[src/inc/lxm_pkg.sv]
package lxm_pkg;

    // Number of expansion slots that can request mastership; slot 0 wins ties.
    localparam int SLOTS = 5;

    // Legacy address windows; the upper address byte must be zero for a hit.
    localparam logic [7:0] LEG_PAGE = 8'h00;
    localparam logic [23:0] LEG_MEM_LO = 24'h200000;
    localparam logic [23:0] LEG_MEM_HI = 24'h9FFFFF;
    localparam logic [23:0] IO_A_LO = 24'hE80000;
    localparam logic [23:0] IO_A_HI = 24'hEFFFFF;
    localparam logic [23:0] IO_B_LO = 24'hA00000;
    localparam logic [23:0] IO_B_HI = 24'hB7FFFF;
    // Chip-bus memory as seen by a card master.
    localparam logic [23:0] CHIP_MEM_HI = 24'h1FFFFF;

    // Periods of the 7M system clock in one basic legacy cycle.
    localparam logic [3:0] LEG_CYC_TICKS = 4'h4;
    // E clock: high for four 7M periods out of ten.
    localparam logic [3:0] E_HIGH_TICKS = 4'h4;
    localparam logic [3:0] E_PERIOD_TICKS = 4'hA;
    // Synchronisation gap between consecutive legacy cycles, in sys_clk.
    localparam logic [3:0] SYNC_GAP_CYC = 4'h2;

    // Transfer sizes on the local bus.
    localparam logic [1:0] SIZE_BYTE = 2'h1;
    localparam logic [1:0] SIZE_WORD = 2'h2;

    // Legacy cycle sequencer states.
    typedef enum logic [4:0] {
        ST_IDLE = 5'b00001,
        ST_ADDR = 5'b00010,
        ST_STRB = 5'b00100,
        ST_RLS = 5'b01000,
        ST_GAP = 5'b10000
    } lxm_cyc_t;

endpackage : lxm_pkg

[src/rtl/lxm_addr_dec.sv]
module lxm_addr_dec (
    input wire logic [31:0] addr,
    output logic is_mem,
    output logic is_io,
    output logic is_chip
);
    import lxm_pkg::*;

    logic in_page;
    logic [23:0] low;

    // Only the low 16 megabytes can ever map onto the legacy bus.
    assign in_page = (addr[31:24] == LEG_PAGE);
    assign low = addr[23:0];
    assign is_mem = in_page && (low >= LEG_MEM_LO) && (low <= LEG_MEM_HI);
    assign is_io = in_page && (((low >= IO_A_LO) && (low <= IO_A_HI)) ||
                               ((low >= IO_B_LO) && (low <= IO_B_HI)));
    assign is_chip = in_page && (low <= CHIP_MEM_HI);

endmodule : lxm_addr_dec

[src/rtl/lxm_arbiter.sv]
module lxm_arbiter (
    input wire logic sys_clk,
    input wire logic sys_rst,
    input wire logic tick,
    input wire logic hold_off,
    input wire logic [lxm_pkg::SLOTS-1:0] req,
    output logic [lxm_pkg::SLOTS-1:0] grant,
    output logic owner_valid
);
    import lxm_pkg::*;

    logic [SLOTS-1:0] grant_q;
    logic [SLOTS-1:0] blocked_q;
    logic [SLOTS-1:0] eligible;
    logic [SLOTS-1:0] pick;
    logic owner_q;
    logic release_now;

    assign grant = grant_q;
    assign owner_valid = owner_q;
    assign release_now = owner_q && ((req & grant_q) == '0);

    // Lowest slot among the requesters not held back wins.
    always_comb begin
        eligible = req & ~blocked_q;
        pick = '0;
        for (int i = SLOTS - 1; i >= 0; i--) begin
            if (eligible[i]) begin
                pick = '0;
                pick[i] = 1'b1;
            end
        end
    end

    // Grants move only on a 7M edge, so asynchronous requests cannot jam it.
    always_ff @(posedge sys_clk) begin
        if (sys_rst) begin
            grant_q <= '0;
            owner_q <= 1'b0;
        end else if (tick) begin
            if (owner_q) begin
                if (release_now) begin
                    grant_q <= '0;
                    owner_q <= 1'b0;
                end
            end else if (!hold_off && (eligible != '0)) begin
                grant_q <= pick;
                owner_q <= 1'b1;
            end
        end
    end

    // A releasing master waits until every other waiting request is served.
    always_ff @(posedge sys_clk) begin
        if (sys_rst) begin
            blocked_q <= '0;
        end else if (tick) begin
            if (release_now) begin
                blocked_q <= blocked_q | grant_q;
            end else if (!owner_q && (eligible == '0)) begin
                blocked_q <= '0;
            end
        end
    end
endmodule : lxm_arbiter

[src/rtl/lxm_legacy_ctrl.sv]
// Operation
// - Bus runs legacy 16-bit mode for legacy cycles and while a card is master, native 32-bit otherwise.
// - Legacy cycles come from a sequencer following the published bus protocol.
// - Memory window is 00200000 through 009FFFFF.
// - I/O windows are 00E80000-00EFFFFF and 00A00000-00B7FFFF.
// - Addresses outside legacy windows never start a legacy cycle.
// - Memory accesses drive cache enable and read both bytes.
// - I/O accesses drive cache disable; read strobes follow requested size.
// - Synchronisation wait states appear as gaps between cycles.
// - Only chip-bus memory answers card masters as a slave.
// - Unsupported card-master accesses flag errors on both buses.
// - Simultaneous requests are granted by fixed slot precedence.
// - The owning master keeps the bus until it lets go.
// - A releasing master waits until later requests are served.
// - No grants while hidden local cycles run.
// - No new cycle starts until the current one fully ends.
// - The E clock is still supplied in legacy mode.
// - A basic cycle lasts four 7M periods, longer with wait states.
module lxm_legacy_ctrl (
    input wire logic sys_clk,
    input wire logic sys_rst,
    input wire logic lb_req,
    input wire logic [31:0] lb_addr,
    input wire logic lb_rd,
    input wire logic [1:0] lb_size,
    input wire logic [15:0] lb_wdata,
    output logic lb_ready,
    output logic lb_done,
    output logic [15:0] lb_rdata,
    output logic lb_cache_en,
    output logic lb_cache_dis,
    output logic lb_unclaimed,
    output logic local_berr,
    input wire logic hidden_local_busy,
    output logic chip_req,
    output logic [23:1] chip_addr,
    output logic chip_rd,
    output logic [1:0] chip_be,
    output logic [15:0] chip_wdata,
    input wire logic [15:0] chip_rdata,
    input wire logic chip_ack,
    input wire logic clk7m_pin,
    output logic e_clk,
    output logic mode_native,
    output logic [23:1] exp_addr,
    output logic exp_addr_oe_n,
    output logic exp_as_n,
    output logic exp_uds_n,
    output logic exp_lds_n,
    output logic exp_rw,
    output logic exp_ctl_oe_n,
    input wire logic [15:0] exp_data_in,
    output logic [15:0] exp_data_out,
    output logic exp_data_oe_n,
    input wire logic transfer_ack_n_in,
    output logic transfer_ack_n_out,
    output logic transfer_ack_n_oe_n,
    output logic exp_berr_n_out,
    output logic exp_berr_n_oe_n,
    input wire logic [lxm_pkg::SLOTS-1:0] bus_req_n,
    output logic [lxm_pkg::SLOTS-1:0] bus_grant_n,
    input wire logic [23:1] dma_addr_in,
    input wire logic dma_as_n_in,
    input wire logic dma_uds_n_in,
    input wire logic dma_lds_n_in,
    input wire logic dma_rw_in
);
    import lxm_pkg::*;

    localparam int PW = 50;

    logic [PW-1:0] pin_raw, sync_a_q, sync_b_q;
    logic clk7m_s, clk7m_d_q, tick, ack_s, dma_as_s, dma_uds_s, dma_lds_s;
    logic dma_rw_s;
    logic [SLOTS-1:0] req_s, grant;
    logic [23:1] dma_addr_s;
    logic [15:0] data_s;
    lxm_cyc_t st_q, st_d;
    logic [3:0] cnt_q, gap_q, e_div_q, e_div_d;
    logic e_clk_q, accept, cpu_mem, cpu_io, cpu_hit, arb_owner, hold_off;
    logic rd_q, mem_q, done_q, uncl_q, en_q, dis_q, native_q, ctl_oe_n_q;
    logic as_n_q, uds_n_q, lds_n_q;
    logic [1:0] strobe_q, strobe_d;
    logic [23:1] addr_q;
    logic [15:0] wdata_q, rdata_q, dout_q;
    logic dout_oe_n_q, dma_mem, dma_io, dma_chip, dma_busy_q, dma_go;
    logic chip_req_q, chip_rd_q, ack_drv_q, berr_drv_q, lberr_q;
    logic [1:0] chip_be_q;
    logic [23:1] chip_addr_q;
    logic [15:0] chip_wdata_q;

    // Every pin from the bus passes two flops before any logic looks at it.
    assign pin_raw = {clk7m_pin, transfer_ack_n_in, bus_req_n, dma_as_n_in,
                      dma_uds_n_in, dma_lds_n_in, dma_rw_in, dma_addr_in,
                      exp_data_in};
    always_ff @(posedge sys_clk) begin
        if (sys_rst) begin
            sync_a_q <= '1;
            sync_b_q <= '1;
        end else begin
            sync_a_q <= pin_raw;
            sync_b_q <= sync_a_q;
        end
    end
    assign {clk7m_s, ack_s, req_s, dma_as_s, dma_uds_s, dma_lds_s, dma_rw_s,
            dma_addr_s, data_s} = sync_b_q;

    // Rising edge of the 7M clock paces both the sequencer and the arbiter.
    // The delay flop resets to the synchroniser's level, so no false edge.
    always_ff @(posedge sys_clk) begin
        if (sys_rst) begin
            clk7m_d_q <= 1'b1;
        end else begin
            clk7m_d_q <= clk7m_s;
        end
    end
    assign tick = clk7m_s && !clk7m_d_q;

    // The E clock runs from the same divider in every mode.
    always_comb begin
        e_div_d = (e_div_q == E_PERIOD_TICKS - 4'h1) ? 4'h0 : e_div_q + 4'h1;
    end
    always_ff @(posedge sys_clk) begin
        if (sys_rst) begin
            e_div_q <= 4'h0;
            e_clk_q <= 1'b0;
        end else if (tick) begin
            e_div_q <= e_div_d;
            e_clk_q <= (e_div_d < E_HIGH_TICKS);
        end
    end
    assign e_clk = e_clk_q;

    lxm_addr_dec u_cpu_dec (
        .addr(lb_addr),
        .is_mem(cpu_mem),
        .is_io(cpu_io),
        .is_chip()
    );
    lxm_addr_dec u_dma_dec (
        .addr({8'h00, dma_addr_s, 1'b0}),
        .is_mem(dma_mem),
        .is_io(dma_io),
        .is_chip(dma_chip)
    );

    // Local requests also hold off grants, closing the race with an accept.
    assign hold_off = hidden_local_busy || (st_q != ST_IDLE) || lb_req;
    lxm_arbiter u_arb (
        .sys_clk(sys_clk),
        .sys_rst(sys_rst),
        .tick(tick),
        .hold_off(hold_off),
        .req(~req_s),
        .grant(grant),
        .owner_valid(arb_owner)
    );
    assign bus_grant_n = ~grant;

    assign cpu_hit = cpu_mem || cpu_io;
    assign lb_ready = (st_q == ST_IDLE) && !arb_owner;
    assign accept = lb_req && lb_ready;

    // Memory reads fetch both bytes; otherwise strobes follow the size.
    always_comb begin
        if ((lb_rd && cpu_mem) || (lb_size == SIZE_WORD)) begin
            strobe_d = 2'h3;
        end else begin
            strobe_d = lb_addr[0] ? 2'h1 : 2'h2;
        end
    end

    // Legacy cycle sequencer: address period, strobes, release, sync gap.
    always_comb begin
        st_d = st_q;
        case (st_q)
            ST_IDLE: if (accept && cpu_hit) st_d = ST_ADDR;
            ST_ADDR: if (tick) st_d = ST_STRB;
            ST_STRB: begin
                if (tick && cnt_q >= LEG_CYC_TICKS - 4'h1 && !ack_s) begin
                    st_d = ST_RLS;
                end
            end
            // A card still holding acknowledge stretches the cycle.
            ST_RLS: if (ack_s) st_d = ST_GAP;
            ST_GAP: if (gap_q >= SYNC_GAP_CYC - 4'h1) st_d = ST_IDLE;
            default: st_d = ST_IDLE;
        endcase
    end
    always_ff @(posedge sys_clk) begin
        if (sys_rst) begin
            st_q <= ST_IDLE;
        end else begin
            st_q <= st_d;
        end
    end

    // Period and gap counters.
    always_ff @(posedge sys_clk) begin
        if (sys_rst) begin
            cnt_q <= 4'h0;
            gap_q <= 4'h0;
        end else begin
            if (accept) begin
                cnt_q <= 4'h0;
            end else if (tick && (st_q == ST_ADDR || st_q == ST_STRB)) begin
                cnt_q <= cnt_q + 4'h1;
            end
            gap_q <= (st_q == ST_GAP) ? gap_q + 4'h1 : 4'h0;
        end
    end

    // Latch the request and the cache signals for the whole cycle.
    always_ff @(posedge sys_clk) begin
        if (sys_rst) begin
            addr_q <= '0;
            rd_q <= 1'b1;
            mem_q <= 1'b0;
            strobe_q <= 2'h0;
            wdata_q <= '0;
            en_q <= 1'b0;
            dis_q <= 1'b0;
        end else if (st_d == ST_IDLE) begin
            en_q <= 1'b0;
            dis_q <= 1'b0;
        end else if (accept) begin
            addr_q <= lb_addr[23:1];
            rd_q <= lb_rd;
            mem_q <= cpu_mem;
            strobe_q <= strobe_d;
            wdata_q <= lb_wdata;
            en_q <= cpu_mem;
            dis_q <= cpu_io;
        end
    end

    // Bus control pins; the host lets go of them while a card is master.
    always_ff @(posedge sys_clk) begin
        if (sys_rst) begin
            as_n_q <= 1'b1;
            uds_n_q <= 1'b1;
            lds_n_q <= 1'b1;
            ctl_oe_n_q <= 1'b1;
            native_q <= 1'b1;
        end else begin
            as_n_q <= (st_d != ST_STRB);
            uds_n_q <= !(st_d == ST_STRB && strobe_q[1]);
            lds_n_q <= !(st_d == ST_STRB && strobe_q[0]);
            ctl_oe_n_q <= (st_d == ST_IDLE) || (st_d == ST_GAP);
            native_q <= (st_d == ST_IDLE) && !arb_owner;
        end
    end

    // Answers to the local bus.
    always_ff @(posedge sys_clk) begin
        if (sys_rst) begin
            done_q <= 1'b0;
            uncl_q <= 1'b0;
            rdata_q <= '0;
        end else begin
            done_q <= (st_q == ST_STRB) && (st_d == ST_RLS);
            uncl_q <= accept && !cpu_hit;
            if (st_q == ST_STRB && st_d == ST_RLS && rd_q) begin
                rdata_q <= data_s;
            end
        end
    end

    assign dma_go = arb_owner && !dma_as_s && !dma_busy_q;

    // Card-master access: only chip memory answers; legacy windows get no answer, other addresses a bus error.
    always_ff @(posedge sys_clk) begin
        if (sys_rst) begin
            dma_busy_q <= 1'b0;
            chip_req_q <= 1'b0;
            chip_addr_q <= '0;
            chip_rd_q <= 1'b1;
            chip_be_q <= 2'h0;
            chip_wdata_q <= '0;
            ack_drv_q <= 1'b0;
            berr_drv_q <= 1'b0;
            lberr_q <= 1'b0;
        end else begin
            lberr_q <= 1'b0;
            if (dma_as_s) begin
                dma_busy_q <= 1'b0;
                chip_req_q <= 1'b0;
                ack_drv_q <= 1'b0;
                berr_drv_q <= 1'b0;
            end else if (dma_go) begin
                dma_busy_q <= 1'b1;
                if (dma_chip) begin
                    chip_req_q <= 1'b1;
                    chip_addr_q <= dma_addr_s;
                    chip_rd_q <= dma_rw_s;
                    chip_be_q <= {!dma_uds_s, !dma_lds_s};
                    chip_wdata_q <= data_s;
                end else if (!(dma_mem || dma_io)) begin
                    berr_drv_q <= 1'b1;
                    lberr_q <= 1'b1;
                end
            end else if (chip_req_q && chip_ack) begin
                chip_req_q <= 1'b0;
                ack_drv_q <= 1'b1;
            end
        end
    end

    // The data pins carry host writes or chip-memory read data to a card.
    always_ff @(posedge sys_clk) begin
        if (sys_rst) begin
            dout_q <= '0;
            dout_oe_n_q <= 1'b1;
        end else if (chip_req_q && chip_ack && chip_rd_q) begin
            dout_q <= chip_rdata;
            dout_oe_n_q <= 1'b0;
        end else if (st_d == ST_STRB && !rd_q) begin
            dout_q <= wdata_q;
            dout_oe_n_q <= 1'b0;
        end else if (dma_as_s && st_d != ST_STRB) begin
            dout_oe_n_q <= 1'b1;
        end
    end

    assign lb_done = done_q;
    assign lb_rdata = rdata_q;
    assign lb_cache_en = en_q;
    assign lb_cache_dis = dis_q;
    assign lb_unclaimed = uncl_q;
    assign local_berr = lberr_q;
    assign chip_req = chip_req_q;
    assign chip_addr = chip_addr_q;
    assign chip_rd = chip_rd_q;
    assign chip_be = chip_be_q;
    assign chip_wdata = chip_wdata_q;
    assign mode_native = native_q;
    assign exp_addr = addr_q;
    assign exp_addr_oe_n = ctl_oe_n_q;
    assign exp_ctl_oe_n = ctl_oe_n_q;
    assign exp_as_n = as_n_q;
    assign exp_uds_n = uds_n_q;
    assign exp_lds_n = lds_n_q;
    assign exp_rw = rd_q;
    assign exp_data_out = dout_q;
    assign exp_data_oe_n = dout_oe_n_q;
    assign transfer_ack_n_out = 1'b0;
    assign transfer_ack_n_oe_n = !ack_drv_q;
    assign exp_berr_n_out = 1'b0;
    assign exp_berr_n_oe_n = !berr_drv_q;
endmodule : lxm_legacy_ctrl

[config.mk]
export PLATFORM = sky130hd
export DESIGN_NAME = lxm_legacy_ctrl
export DESIGN_NICKNAME = d
export VERILOG_FILES = /design/src/inc/lxm_pkg.sv /design/src/rtl/lxm_addr_dec.sv /design/src/rtl/lxm_arbiter.sv /design/src/rtl/lxm_legacy_ctrl.sv
export SDC_FILE = /design/constraint.sdc
export NUM_CORES = 1
export LEC_CHECK = 0
export BUFFER_PORTS_ARGS = -buffer_cell sky130_fd_sc_hd__buf_2
export CELL_PAD_IN_SITES_DETAIL_PLACEMENT = 1
export CELL_PAD_IN_SITES_GLOBAL_PLACEMENT = 1
export CORE_UTILIZATION = 35
export DETAILED_ROUTE_END_ITERATION = 10
export PLACE_DENSITY_LB_ADDON = 0.25
export SYNTH_ARGS = -nofsm -noshare
export SYNTH_HDL_FRONTEND = slang
export SYNTH_HIERARCHICAL = 1
export SYNTH_SLANG_ARGS = --single-unit
[constraint.sdc]
create_clock -name sys_clk -period 2.4 [get_ports sys_clk]
set_input_delay 0.48 -clock sys_clk [delete_from_list [all_inputs] [get_ports sys_clk]]
set_output_delay 0.48 -clock sys_clk [all_outputs]
set_load 0.02 [all_outputs]
# Word level (Yosys, flattened, before mapping)
# Index checks and enable logic that the tools add are counted.
# word_totals
ff_bits	261
inputBits	122
# op_classes
add_sub_neg	3
order_cmp	16
eq_ne	15
n_mux	31
bitwise	12
n_reduce_logical	75
# ops
operator	count
<= comparator 24 bit (second input constant)	6
greater-or-equal comparator 24 bit (second input constant)	4
2-to-1 mux 5 bit	15
greater-or-equal comparator 24 x 22 -> 1 bit (second input constant)	2
2-to-1 mux 16 bit	2
logical AND 1 bit	31
case mux 5 bit (5 select lines)	1
<= comparator 24 x 21 -> 1 bit (second input constant)	1
NOT 5 bit	3
logical NOT 1 bit	14
adder 4 x 1 -> 4 bit (second input constant)	3
AND 5 bit	2
== test 5 x 1 -> 1 bit (second input constant)	2
== test 5 x 3 -> 1 bit (second input constant)	2
== test 5 x 4 -> 1 bit (second input constant)	2
== test 5 bit (second input constant)	2
logical NOT 5 bit	2
2-to-1 mux 1 bit	10
logical OR 1 bit	9
AND reduction 3 bit	3
logical NOT 8 bit	1
AND reduction 2 bit	4
nonzero test 2 bit	4
OR reduction 2 bit	4
16 further kinds	23

# Depth between registers and ports, before layout
# depth
word_depth	13
mapped_depth	8
ltp_nobuf	6

# By module
# Netlist, hierarchy kept.
# by_module_without_submodules
mod	n_inst	cells_per_inst	area_per_inst_um2	seq_area_each_um2
lxm_legacy_ctrl	1	916	8595.7	5004.8
lxm_arbiter	1	58	578.1	220.2
lxm_addr_dec	2	9	72.6	0.0

# Worst setup path before layout
# Ideal clock, no wire load.
# synth_path
path_kind	input to register
startpoint	input port lb_addr[31]
endpoint	register addr_q (netlist bit exp_addr[17])
arrival_time_ns	2.371
required_ns	2.330
slack_ns	-0.041
path_stages	7
path_buffers	1
path_cell_list	or4_4 nor4_1 nor2_1 nor4b_4 buf_2 nand2_1 a21oi_1
# synth_between
elab_cells_between_ends	11
# synth_rtl
element	line_no	text
from (decl)	lxm_legacy_ctrl.sv:23	input wire logic [31:0] lb_addr,
logical NOT 8 bit	lxm_addr_dec.sv:13	assign in_page = (addr[31:24] == LEG_PAGE);
logical AND 1 bit	lxm_addr_dec.sv:16	assign is_io = in_page && (((low >= IO_A_LO) && (low <= IO_A_HI)) ||
via cpu_io	lxm_legacy_ctrl.sv:80	logic e_clk_q, accept, cpu_mem, cpu_io, cpu_hit, arb_owner, hold_off;
logical OR 1 bit	lxm_legacy_ctrl.sv:160	assign cpu_hit = cpu_mem || cpu_io;
logical AND 1 bit	lxm_legacy_ctrl.sv:177	ST_IDLE: if (accept && cpu_hit) st_d = ST_ADDR;
2-to-1 mux 5 bit	lxm_legacy_ctrl.sv:177	
case mux 5 bit (5 select lines)	lxm_legacy_ctrl.sv:176	case (st_q)
== test 5 x 1 -> 1 bit	lxm_legacy_ctrl.sv:223	end else if (st_d == ST_IDLE) begin
NOT 1 bit (no source line)	-	
AND reduction 2 bit (no source line)	-	
to (signal assigned)	lxm_legacy_ctrl.sv:227	addr_q <= lb_addr[23:1];
to (decl)	lxm_legacy_ctrl.sv:84	logic [23:1] addr_q;
# The timed path passes the listed nets, and every way through them passes these cells.
# A chain may end at the register's enable or synchronous reset.

# Worst setup path in the final report
# layout_path
startpoint	register st_q[3]
endpoint	output port lb_ready
# layout_between
elab_chain_len	2
# layout_rtl
element	line_no	text
from (decl)	lxm_legacy_ctrl.sv:78	lxm_cyc_t st_q, st_d;
from (signal assigned)	lxm_legacy_ctrl.sv:194	st_q <= st_d;
== test 5 x 1 -> 1 bit	lxm_legacy_ctrl.sv:161	assign lb_ready = (st_q == ST_IDLE) && !arb_owner;
logical AND 1 bit	lxm_legacy_ctrl.sv:161	
to (decl)	lxm_legacy_ctrl.sv:27	output logic lb_ready,
# Every way passes these cells.

==> results by group <==
Clock network
  • # clock sinks: 261
  • CTS tree: built
  • Post-cts resize count: 0
  • Worst-case clock buffer depth: 3
  • Postcts setup bufs: 0
  • Clock root buffer: clkbuf_16
  • Num CTS Buffers: 28
  • H-tree Lvls: 1
  • Clock latency at the later pin of the worst-skew pair: 0.53 ns
  • Clk slew on worst S/H paths: 0.06 ns
  • Hold buffer count at cts: 0

Power and ir drop
  • Internal: 7.14 mW
  • Combinational group share of total power: 3.4%
  • Seq pwr share: 49.3%
  • Switching Fraction: 20.7%
  • Cell Pwr Density: 755 nW/um^2
  • Max VDD drop: 0.584 mV
  • Net Sw Power: 1.87 mW
  • Final Total Pwr: 9.00 mW
  • Clock power share: 47.3%
  • Leak: 5.14 nW

Yosys
  • Syn avg cell area: 9.40 um^2
  • Cell Area, Synth: 9310 um^2
  • Syn Inst Count: 991
  • Ys Warns: 6

STA
  • Slew @ Worst Pin: 0.576 ns
  • Final hold vios: 0
  • Setup Skew: 0.00992 ns
  • TNS Setup: 0 ns
  • Final Setup Violations: 0
  • Fmax: 464 MHz
  • RSZ-0062 raised after global routing: false
  • Final worst path period need: 2.15 ns
  • Period Utilization, post-route: 89.8%
  • Max transition margin: 61.5%
  • Slew Limit Fails: 0

Floorplanning
  • Initial Util: 35.7%
  • IO Count: 244
  • Die Wd: 165 um
  • Die Ht: 165 um
  • Rows: 59
  • Die area: 27300 um^2
  • CORE AREA: 26100 um^2

Placed design
  • IO buf count: 241
  • Placed Cells incl. Taps: 1546
  • GPL Wtd Cong: 0.779
  • DP Wirelength: 17300 um
  • Placed cell areas: 11000 um^2

Drt
  • Routed WL per cell: 15.5 um
  • Vias per std cell: 4.72
  • Antenna viol nets, final: 0
  • Total number of vias: 7533
  • Drt first pass iters: 4
  • Final WL: 24800 um
  • Initial drt markers: 324
  • DRC: 0

Critical path
  • Crit Path Max Fanout: 8
  • R2r endpoint: exp_data_out[15]$_SDFFE_PP0P_
  • Worst setup EP type: primary output
  • R2R Path Start: cnt_q[0]$_SDFFE_PP0P_
  • R2R depth: 6
  • R2R setup slack: 0.27 ns
  • Crit Path Class: reg2out
  • Data required, critical path: 1.92 ns
  • Arrival @ worst endpoint: 1.67 ns
  • CP Launch Type: flop

Layout
  • NumNets Final: 1367
  • Share of cells above drive strength 1: 35.0%
  • Fin area: 11900 um^2
  • Final Instance Count excl. Fillers: 1597
  • Layout area overhead: 28.1%

Worst hold path
  • Min-Delay Path Depth: 2
  • Worst hold start: transfer_ack_n_in
  • Hold Path Class: in2reg
  • Worst Hold End: sync_a_q[48]$_SDFF_PP1_

GRT
  • Global-route wire length before repair: 38300 um
  • Initial antenna violation count: 1
  • Vias in the first global route: 7418
  • Total gr overflow: 0
  • Largest net degree at the start of global routing: 74
  • GRT Total Usage: 17.7%

Outcome
  • Status: finished clean

Run
  • Max-Cap Viols: 0
## stage by stage
stage          util (%)  setup slack (ns)  hold slack [ns]
2_1_floorplan         -            0.0449            0.358
3_3_place_gp       42.3            -0.207            0.372
3_5_place_dp       42.3            -0.319            0.378
4_1_cts            45.8             0.227           0.0914
5_1_grt            45.8             0.106            0.103
6_report           45.8             0.245            0.125
## power groups by stage
stage	Clock (mW)	Sequential, mW	Combinational (mW)
after floorplan	0	4.53	0.159
after global placement	0	4.53	0.307
after detailed placement	0	4.54	0.310
after CTS	4.39	4.44	0.312
after global routing	4.56	4.45	0.343
final	4.26	4.44	0.306
## how the worst max path moves through the flow
| stage | slack, ns | end | startpoint |
|---|---|---|---|
| 6_report | 0.25 | lb_ready | st_q[3]$_SDFF_PP0_ |
| 5_1_grt | 0.11 | lb_ready | st_q[3]$_SDFF_PP0_ |
| 4_1_cts | 0.23 | lb_ready | st_q[3]$_SDFF_PP0_ |
| 3_5_place_dp | -0.32 | strobe_q[1]$_SDFFE_PP0P_ | lb_addr[31] |
| 3_3_place_gp | -0.21 | strobe_q[1]$_SDFFE_PP0P_ | lb_addr[31] |
| 2_1_floorplan | 0.04 | exp_addr[17]$_SDFFE_PP0P_ | lb_addr[31] |
## cell usage in the layout (no fill, tap or decap), types with 10 or more instances in the layout
cell type	instances
dfxtp_1	261
buf_2	240
nand2_1	171
a21oi_1	109
or2_2	101
nor2_1	42
clkbuf_16	29
inv_1	28
nand3_1	27
nor2b_1	26
buf_4	25
o21ai_0	18
mux2i_1	18
nor3_1	13
conb_1	10
## cell type report
type	count	area, um^2
inverters	28	105
diodes	2	5.00
multi-input cells	650	3750
flip-flops and latches	261	5230
clock inverters	6	80.1
clock buffers	43	828
fillers	3093	14100
repair buffers	272	1520
well taps	335	419
## critical path: stages (launching register included)
cell     delay (ns)
dfxtp_1        0.38
nor3_1         0.28
nand2_1        0.18
nor2_1         0.12
buf_2          0.18
## sequential cells by signal (all words and copies together), names as in the netlist, 2 cells and up
signal,flops
chip_wdata,16
e_div_q,4
exp_addr,23
chip_addr,23
gap_q,4
st_q,5
u_arb/grant,5
exp_data_out,16
sync_a_q,50
lb_rdata,16
strobe_q,2
cnt_q,4
wdata_q,16
chip_be,2
u_arb/blocked_q,5
sync_b_q,50
## routing by layer
| metal | wire length [um] | up-vias | global-route usage, % | part of all wire [%] |
|---|---|---|---|---|
| met3 | 1360 | 41 | 4.20 | 5.5 |
| met5 | 0 | - | 0 | 0 |
| met4 | 700 | 0 | 6.46 | 2.8 |
| met2 | 12100 | 147 | 30.0 | 49 |
| met1 | 10700 | 3569 | 21.8 | 43 |
| li1 | - | 3776 | - | - |
Power figures use the tool's default switching activity.
